## config.mk

```make
export PLATFORM = sky130hd
export DESIGN_NAME = gpr_phy_regs
export DESIGN_NICKNAME = d
export VERILOG_FILES = /design/src/gpr_pkg.sv /design/src/gpr_phy_regs.sv
export SDC_FILE = /design/constraint.sdc
export NUM_CORES = 1
export LEC_CHECK = 0
export BUFFER_PORTS_ARGS = -buffer_cell sky130_fd_sc_hd__buf_2
export CORE_MARGIN = 3
export CORE_UTILIZATION = 45
export CTS_CLUSTER_DIAMETER = 50
export DETAILED_ROUTE_END_ITERATION = 12
export SLEW_MARGIN = 30
export SYNTH_ARGS = -nofsm -noshare
export SYNTH_HDL_FRONTEND = slang
export SYNTH_SLANG_ARGS = --single-unit
```

## constraint.sdc

```tcl
create_clock -name clock -period 3.55 [get_ports clock]
set_input_delay 0.5325 -clock clock [delete_from_list [all_inputs] [get_ports clock]]
set_output_delay 0.5325 -clock clock [all_outputs]
set_load 0.02 [all_outputs]
```

## src/gpr_pkg.sv

```systemverilog
// Constants, field layouts and types for the gigabit status and indirect register slice.
package gpr_pkg;

    // ========================================================================
    // Management frame layout
    // ========================================================================
    localparam logic [5:0]  PREAMBLE_LEN     = 6'h20;
    localparam logic [5:0]  HEADER_LAST_BIT  = 6'h0C;
    localparam logic [5:0]  DATA_LAST_BIT    = 6'h0F;
    localparam logic [1:0]  OP_READ          = 2'h2;
    localparam logic [1:0]  OP_WRITE         = 2'h1;
    // Arbitrary default management address of this port.
    localparam logic [4:0]  PHY_ADDR_DEFAULT = 5'h01;

    // ========================================================================
    // Register offsets
    // ========================================================================
    localparam logic [4:0]  REG_GIGABIT_CONFIG          = 5'h09;
    localparam logic [4:0]  REG_GIGABIT_LINK_STATUS     = 5'h0A;
    localparam logic [4:0]  REG_INDIRECT_ACCESS_CONTROL = 5'h0D;
    localparam logic [4:0]  REG_INDIRECT_ADDRESS_DATA   = 5'h0E;
    localparam logic [4:0]  REG_GIGABIT_CAPABILITY      = 5'h0F;

    // ========================================================================
    // Field positions and values
    // ========================================================================
    localparam int          CFG_MANUAL_EN_BIT  = 12;
    localparam int          CFG_MANUAL_VAL_BIT = 11;
    localparam int          LS_FAULT_BIT       = 15;
    localparam int          LS_STATUS_LSB      = 10;
    localparam int          CTRL_FUNC_LSB      = 14;
    localparam logic [4:0]  DEVICE_ADDRESS_EXT = 5'h1F;
    localparam logic [15:0] CAPABILITY_VALUE   = 16'h3000;
    localparam logic [7:0]  IDLE_COUNT_MAX     = 8'hFF;
    localparam logic [15:0] POINTER_RESET      = 16'h0000;
    localparam logic [10:0] EXT_WINDOW_BASE    = 11'h001;
    localparam int          EXT_DEPTH          = 32;

    // ========================================================================
    // Types
    // ========================================================================
    typedef enum logic [1:0] {
        FN_ADDRESS     = 2'b00,
        FN_DATA        = 2'b01,
        FN_DATA_INC_RW = 2'b10,
        FN_DATA_INC_WR = 2'b11
    } gpr_func_t;

    typedef enum logic [1:0] {
        ST_PREAMBLE = 2'b00,
        ST_HEADER   = 2'b01,
        ST_TURN     = 2'b10,
        ST_DATA     = 2'b11
    } gpr_state_t;

endpackage : gpr_pkg

```

## src/gpr_phy_regs.sv

```systemverilog
// Management frame slave holding the gigabit status, indirect window and capability registers.
// How it works
// Fault flag latches on manual master/slave fault, clears when status is read.
// Resolution bit reads 1 for master, 0 for slave.
// Local receiver OK bit, read only, resets to 0.
// Remote receiver OK bit, read only, resets to 0.
// Partner gigabit full and half duplex ability bits, read only, reset 0.
// Reserved bits ignore writes and read as zero.
// Eight-bit idle error counter in status low byte, cleared on read.
// Idle error counter saturates at 255 until read.
// Extended registers above 0x1F reached only through control and address/data.
// Function 00: address/data write loads the extended pointer.
// Function 01: access selected register, pointer unchanged.
// Function 10: access selected register, then pointer increments.
// Function 11: pointer increments after writes only.
// Indirect accesses act only when device address field is 11111.
// Host programs 0x1F into device address field before indirect use.
// Host loads the pointer with function 00 before data access.
// Address/data reads pointer under function 00, else selected register data.
// Capability reads fixed: fiber duplex 0, twisted-pair duplex 1.
// Config bits enable manual master/slave and choose master; conflicts raise fault.
// All accesses travel in clause 22 management frames on data and clock.
`timescale 1ns/1ps

module gpr_phy_regs
    import gpr_pkg::*;
#(
    parameter logic [4:0] PHY_ADDR = PHY_ADDR_DEFAULT
) (
    input  wire logic clock,
    input  wire logic resetn,
    input  wire logic mdc,
    input  wire logic mdio_in,
    output logic      mdio_out,
    output logic      mdio_oe,
    input  wire logic ms_fault_event,
    input  wire logic ms_resolved_master,
    input  wire logic local_rx_ok,
    input  wire logic remote_rx_ok,
    input  wire logic lp_1000_fd,
    input  wire logic lp_1000_hd,
    input  wire logic idle_error,
    output logic      manual_ms_enable,
    output logic      manual_ms_value
);

    // ========================================================================
    // Frame receiver
    // ========================================================================
    gpr_state_t  state_reg;
    logic        mdc_q_reg;
    logic [5:0]  cnt_reg;
    logic [11:0] hdr_reg;
    logic [15:0] data_reg;
    logic        is_read_reg;
    logic        hit_reg;
    logic [4:0]  addr_reg;
    logic        mdio_out_reg;
    logic        mdio_oe_reg;
    logic [15:0] read_value;

    wire         mdc_rise   = mdc & ~mdc_q_reg;
    wire  [12:0] hdr_full   = {hdr_reg, mdio_in};
    wire         hdr_valid  = hdr_full[12] &
                              (hdr_full[11:10] == OP_READ || hdr_full[11:10] == OP_WRITE);
    wire         rd_fire    = mdc_rise & (state_reg == ST_TURN) & (cnt_reg == 6'h00)
                              & is_read_reg & hit_reg;
    wire         wr_fire    = mdc_rise & (state_reg == ST_DATA) & (cnt_reg == DATA_LAST_BIT)
                              & ~is_read_reg & hit_reg;
    wire  [15:0] wr_data    = {data_reg[14:0], mdio_in};

    always_ff @(posedge clock or negedge resetn) begin
        if (!resetn) begin
            mdc_q_reg <= 1'b0;
        end else begin
            mdc_q_reg <= mdc;
        end
    end

    // The port answers on the mdc rising edge, and the host samples the settled level three clock cycles later, before the next mdc edge.
    always_ff @(posedge clock or negedge resetn) begin
        if (!resetn) begin
            state_reg    <= ST_PREAMBLE;
            cnt_reg      <= 6'h00;
            hdr_reg      <= 12'h000;
            data_reg     <= 16'h0000;
            is_read_reg  <= 1'b0;
            hit_reg      <= 1'b0;
            addr_reg     <= 5'h00;
            mdio_out_reg <= 1'b0;
            mdio_oe_reg  <= 1'b0;
        end else if (mdc_rise) begin
            unique case (state_reg)
                ST_PREAMBLE: begin
                    if (mdio_in) begin
                        cnt_reg <= (cnt_reg == PREAMBLE_LEN) ? cnt_reg : cnt_reg + 6'h01;
                    end else begin
                        state_reg <= (cnt_reg == PREAMBLE_LEN) ? ST_HEADER : ST_PREAMBLE;
                        cnt_reg   <= 6'h00;
                    end
                end
                ST_HEADER: begin
                    hdr_reg <= hdr_full[11:0];
                    cnt_reg <= cnt_reg + 6'h01;
                    if (cnt_reg == HEADER_LAST_BIT) begin
                        state_reg   <= hdr_valid ? ST_TURN : ST_PREAMBLE;
                        cnt_reg     <= 6'h00;
                        is_read_reg <= (hdr_full[11:10] == OP_READ);
                        hit_reg     <= hdr_valid & (hdr_full[9:5] == PHY_ADDR);
                        addr_reg    <= hdr_full[4:0];
                    end
                end
                ST_TURN: begin
                    cnt_reg <= cnt_reg + 6'h01;
                    if (cnt_reg == 6'h00) begin
                        mdio_oe_reg  <= rd_fire;
                        mdio_out_reg <= 1'b0;
                        data_reg     <= read_value;
                    end else begin
                        state_reg    <= ST_DATA;
                        cnt_reg      <= 6'h00;
                        mdio_out_reg <= data_reg[15];
                        data_reg     <= {data_reg[14:0], 1'b0};
                    end
                end
                ST_DATA: begin
                    cnt_reg <= cnt_reg + 6'h01;
                    if (is_read_reg) begin
                        mdio_out_reg <= data_reg[15];
                        data_reg     <= {data_reg[14:0], 1'b0};
                    end else begin
                        data_reg <= wr_data;
                    end
                    if (cnt_reg == DATA_LAST_BIT) begin
                        state_reg   <= ST_PREAMBLE;
                        cnt_reg     <= 6'h00;
                        mdio_oe_reg <= 1'b0;
                    end
                end
            endcase
        end
    end

    assign mdio_out = mdio_out_reg;
    assign mdio_oe  = mdio_oe_reg;

    // ========================================================================
    // Register decode
    // ========================================================================
    logic [1:0]  cfg_reg;
    gpr_func_t   func_reg;
    logic [4:0]  device_address_field_reg;
    logic [15:0] pointer_reg;
    logic        fault_reg;
    logic [4:0]  status_reg;
    logic [7:0]  idle_cnt_reg;
    logic [15:0] ext_mem [EXT_DEPTH];

    wire sel_cfg    = (addr_reg == REG_GIGABIT_CONFIG);
    wire sel_status = (addr_reg == REG_GIGABIT_LINK_STATUS);
    wire sel_ctrl   = (addr_reg == REG_INDIRECT_ACCESS_CONTROL);
    wire sel_window = (addr_reg == REG_INDIRECT_ADDRESS_DATA);
    wire sel_cap    = (addr_reg == REG_GIGABIT_CAPABILITY);
    wire device_address_field_ok   = (device_address_field_reg == DEVICE_ADDRESS_EXT);
    wire win_rd     = rd_fire & sel_window & device_address_field_ok;
    wire win_wr     = wr_fire & sel_window & device_address_field_ok;
    wire is_addr_fn = (func_reg == FN_ADDRESS);
    // Only the first window above the base registers is backed by storage; the rest read zero.
    wire ext_hit    = (pointer_reg[15:5] == EXT_WINDOW_BASE);
    wire [4:0] ext_idx = pointer_reg[4:0];
    wire [15:0] ext_data = ext_hit ? ext_mem[ext_idx] : 16'h0000;
    wire ptr_load   = win_wr & is_addr_fn;
    wire ptr_inc    = (~is_addr_fn) & ((win_rd & (func_reg == FN_DATA_INC_RW))
                      | (win_wr & (func_reg == FN_DATA_INC_RW || func_reg == FN_DATA_INC_WR)));
    wire status_rd  = rd_fire & sel_status;
    wire fault_set  = ms_fault_event & cfg_reg[1];
    wire [15:0] status_word = {fault_reg, status_reg, 1'b0, 1'b0, idle_cnt_reg};
    wire [15:0] ctrl_word   = {func_reg, 9'h000, device_address_field_reg};
    wire [15:0] cfg_word    = {3'h0, cfg_reg, 11'h000};
    wire [15:0] window_word = ~device_address_field_ok ? 16'h0000 : is_addr_fn ? pointer_reg : ext_data;

    assign read_value = sel_status ? status_word :
                        sel_ctrl   ? ctrl_word   :
                        sel_window ? window_word :
                        sel_cap    ? CAPABILITY_VALUE :
                        sel_cfg    ? cfg_word    : 16'h0000;

    assign manual_ms_enable = cfg_reg[1];
    assign manual_ms_value  = cfg_reg[0];

    // ========================================================================
    // Register state
    // ========================================================================
    always_ff @(posedge clock or negedge resetn) begin
        if (!resetn) begin
            cfg_reg   <= 2'h0;
            func_reg  <= FN_ADDRESS;
            device_address_field_reg <= 5'h00;
        end else begin
            if (wr_fire & sel_cfg) begin
                cfg_reg <= {wr_data[CFG_MANUAL_EN_BIT], wr_data[CFG_MANUAL_VAL_BIT]};
            end
            if (wr_fire & sel_ctrl) begin
                func_reg  <= gpr_func_t'(wr_data[CTRL_FUNC_LSB +: 2]);
                device_address_field_reg <= wr_data[4:0];
            end
        end
    end

    always_ff @(posedge clock or negedge resetn) begin
        if (!resetn) begin
            pointer_reg <= POINTER_RESET;
        end else if (ptr_load) begin
            pointer_reg <= wr_data;
        end else if (ptr_inc) begin
            pointer_reg <= pointer_reg + 16'h0001;
        end
    end

    always_ff @(posedge clock) begin
        if (win_wr & ~is_addr_fn & ext_hit) begin
            ext_mem[ext_idx] <= wr_data;
        end
    end

    // A fault or idle error in the same cycle as the clearing read survives the clear.
    always_ff @(posedge clock or negedge resetn) begin
        if (!resetn) begin
            fault_reg    <= 1'b0;
            status_reg   <= 5'h00;
            idle_cnt_reg <= 8'h00;
        end else begin
            fault_reg  <= fault_set | (fault_reg & ~status_rd);
            status_reg <= {ms_resolved_master, local_rx_ok, remote_rx_ok,
                           lp_1000_fd, lp_1000_hd};
            if (idle_error) begin
                idle_cnt_reg <= status_rd ? 8'h01 :
                                (idle_cnt_reg == IDLE_COUNT_MAX) ? idle_cnt_reg :
                                idle_cnt_reg + 8'h01;
            end else if (status_rd) begin
                idle_cnt_reg <= 8'h00;
            end
        end
    end

    // ========================================================================
    // Checks
    // ========================================================================
    property p_fault_set;
        @(posedge clock) disable iff (!resetn)
        fault_set |=> fault_reg ##1 (fault_reg || $past(status_rd));
    endproperty
    a_fault_set: assert property (p_fault_set) else $error("fault flag not latched");

    property p_fault_clear;
        @(posedge clock) disable iff (!resetn)
        (status_rd && !fault_set) |=> !fault_reg;
    endproperty
    a_fault_clear: assert property (p_fault_clear) else $error("fault not cleared");

    property p_idle_sat;
        @(posedge clock) disable iff (!resetn)
        (idle_cnt_reg == IDLE_COUNT_MAX && !status_rd) |=> (idle_cnt_reg == IDLE_COUNT_MAX);
    endproperty
    a_idle_sat: assert property (p_idle_sat) else $error("idle counter wrapped");

    property p_idle_clear;
        @(posedge clock) disable iff (!resetn)
        (status_rd && !idle_error) |=> (idle_cnt_reg == 8'h00);
    endproperty
    a_idle_clear: assert property (p_idle_clear) else $error("idle counter kept");

    property p_ptr_load;
        @(posedge clock) disable iff (!resetn)
        ptr_load |=> (pointer_reg == $past(wr_data));
    endproperty
    a_ptr_load: assert property (p_ptr_load) else $error("pointer not loaded");

    property p_ptr_hold;
        @(posedge clock) disable iff (!resetn)
        ((win_rd || win_wr) && func_reg == FN_DATA) |=> $stable(pointer_reg);
    endproperty
    a_ptr_hold: assert property (p_ptr_hold) else $error("pointer moved");

    property p_ptr_inc;
        @(posedge clock) disable iff (!resetn)
        ((win_rd || win_wr) && func_reg == FN_DATA_INC_RW)
            |=> (pointer_reg == $past(pointer_reg) + 16'h0001);
    endproperty
    a_ptr_inc: assert property (p_ptr_inc) else $error("pointer not incremented");

    property p_ptr_rd_wo;
        @(posedge clock) disable iff (!resetn)
        (win_rd && func_reg == FN_DATA_INC_WR) |=> $stable(pointer_reg);
    endproperty
    a_ptr_rd_wo: assert property (p_ptr_rd_wo) else $error("pointer moved on read");

    property p_device_address_field;
        @(posedge clock) disable iff (!resetn)
        ((rd_fire || wr_fire) && sel_window && !device_address_field_ok) |=> $stable(pointer_reg);
    endproperty
    a_device_address_field: assert property (p_device_address_field) else $error("foreign device address acted");

    property p_cap;
        @(posedge clock) disable iff (!resetn)
        (rd_fire && sel_cap) |=> (data_reg == CAPABILITY_VALUE);
    endproperty
    a_cap: assert property (p_cap) else $error("capability word wrong");

    property p_turn_drive;
        @(posedge clock) disable iff (!resetn)
        rd_fire |=> (mdio_oe && !mdio_out);
    endproperty
    a_turn_drive: assert property (p_turn_drive) else $error("turnaround not driven");

endmodule : gpr_phy_regs

```

==> results_dict.tcl <==
set metrics [dict create \
    yosys.area_share.simple_pct 6.878 \
    finalSetupViolations 0 \
    finalCritPeriodShare_pct 90.61 \
    finalHoldViolCount 35 \
    ys_types 72 \
    gp_congestion 0.9623 \
    crit_type "reg2reg" \
    final_util_pct 52.65 \
    fp-row-count 84 \
    synth_warnings 0 \
    via_per_inst 6.154 \
    area_growth_pct 14.77 \
    grt_overflow 0 \
    required_ps 4060 \
    die_y_um 238.4 \
    finalNetCount 1634 \
    r2r_slack_ps 330 \
    grt_max_degree 78 \
    post-dp-hpwl_mm 45.98 \
    vias 14463 \
    fin_hold_ws_ps -43.85 \
    synth_compound_area_share_pct 6.050 \
    clk_path_buf_depth 3 \
    synth_top_family_by_area "multiplexers" \
    insertion_delay_ps 610 \
    maxCapViolCount 0 \
    synth_adder_area_share_pct 0.4119 \
    num_io_pins 15 \
    crit_fanout 21 \
    synth_edf_count 512 \
    synth_cells 1501 \
    cts.repair.resized 0 \
    r2r-start "pointer_reg[4]" \
    rr_endpoint "data_reg[13]" \
    final_cell_mix "edfxtp_1 (512), mux2i_1 (192), buf_4 (103)" \
    p_leak_nw 10.12 \
    core_um2 52970 \
    post_cts_buffers 0 \
    hp-class "in2async" \
    fin_crit_ps 3217 \
    yosys-mux-area-fraction_pct 12.26 \
    synth_area_um2 24300 \
    fp.dieArea_um2 56830 \
    slew_headroom_pct 34.00 \
    timing.critical_path.from "pointer_reg[4]" \
    grt_pass1_wl_mm 98.98 \
    p_per_area_nw_per_um2 516.6 \
    port_buffers 14 \
    ctsHtreeMaxLevel 3 \
    ys_async_sr_fraction_pct 14.24 \
    endpoint_kind "register" \
    worstRegToRegCells 6 \
    cts_sinks 597 \
    startpoint_type "register" \
    antenna_found_initial 0 \
    largest_reg_flops 512 \
    drc_errors 0 \
    postRouteAntennaNets 0 \
    drt-pass1-iter-count 5 \
    skew_ps 37.53 \
    finalSetupTns_ps 0 \
    status "complete, but fails checks" \
    cts-buffers-inserted 66 \
    ys_seq_area_share_pct 72.02 \
    violations "negative hold slack" \
    final_common_cell "edfxtp_1" \
    grt_pass1_vias 13924 \
    drv_slew 0 \
    routedWlPerCell_um 29.25 \
    synth_ff_type "edfxtp_1" \
    worst_pin_slew_ps 990.0 \
    die_width_um 238.4 \
    grt_usage_pct 24.40 \
    avgSynthCellArea_um2 16.19 \
    hold_buffers 0 \
    postRouteWirelength_mm 68.74 \
    ir_drop_uv 453.2 \
    rsz0062_at_grt "false" \
    ys_ff_latch 597 \
    synth-xor-area-share_pct 0.6127 \
    crit_arrival_ps 3730 \
    syn-num-nets 1520 \
    initial_core_util_pct 45.88 \
    cts_tree "yes" \
    drtIter0Drc 1720 \
    timing.fmax_ghz 0.3109 \
    cts_root_buf "clkbuf_16" \
    drive_above_1_share_pct 19.87 \
    clk_pin_slew_worst_paths_ps 60 \
]
[cells in the mapped netlist, drive strengths merged, types with 12 or more instances]
master	count	area [um2]
nor4	24	162.7
buf	49	279.0
edfxtp	512	15370
nor2b	12	75.07
a21oi	39	195.2
o21ai	37	185.2
mux4	30	675.7
mux2	34	382.9
xnor2	13	113.9
nor2	75	297.8
nand2	67	251.5
clkbuf	28	105.1
nand3	28	140.1
nor3	27	150.2
dfrtp	85	2127
o22ai	91	575.6
mux2i	192	1922
inv	12	45.04
[power by group]
group          leakage, nW  switching (W)  internal, W  total, W
Sequential            6.99      0.0000599      0.00756   0.00762
Clock                 1.00        0.00278      0.00379   0.00658
Combinational         2.12       0.000130    0.0000780  0.000208
Total                 10.1        0.00297       0.0114    0.0144
[metrics by stage]
step / power [W] / area [um2] / setup WS [ps] / std cells / hold slack [ps]
floorplan: 0.007873 / 24300 / 277.1 / 1501 / 236.9
global placement: 0.007965 / 25810 / 412.6 / 2235 / 481.8
detailed placement: 0.007973 / 25820 / 428.2 / 2235 / 491.8
CTS: 0.01450 / 27880 / 421.2 / 2349 / 14.02
global route: 0.01483 / 27890 / 226.7 / 2349 / 7.755
finish: 0.01441 / 27890 / 333.3 / 2350 / -43.85
[cells by family after synthesis]
| kind of cell | after synthesis |
|---|---|
| AO/OA/AOI/OAI | 226 |
| multiplexers | 256 |
| XOR/XNOR | 17 |
| flip-flops | 597 |
| buffers and inverters | 89 |
| adder cells (fa/ha/maj) | 8 |
| AND/OR/NAND/NOR | 308 |
[critical path, cell delays in order (launching register included)]
cell	delay (ps)
dfrtp_1	810
nand4b_1	910
o22ai_1	470
nor4_1	180
a21o_1	240
a2111o_1	370
a21oi_1	140
[final cells by class]
class / count / area, um2
fillers: 4374 / 25080
flip-flops and latches: 597 / 17520
multi-input cells: 815 / 6429
clock buffers: 80 / 1725
repair buffers: 123 / 969.7
well taps: 688 / 860.8
clock inverters: 34 / 340.3
inverters: 12 / 45.04
diodes: 1 / 2.502
[metal layers]
metal	track usage (%)	up-vias	share of wire, %
met5	0	-	0
met4	8.686	0	3.6
met3	7.166	141	11
met2	36.75	732	45
met1	34.08	7395	41
li1	-	6195	-
[worst max-delay path by stage]
stage	to	slack (ps)	depth (start not counted)
CTS	data_reg[13]	420	6
floorplan	ext_mem[31][0]	280	4
global route	ext_mem[19][12]	230	6
global placement	data_reg[13]	410	6
finish	data_reg[13]	330	6
detailed placement	data_reg[13]	430	6
(Power assumes the default switching activity.)
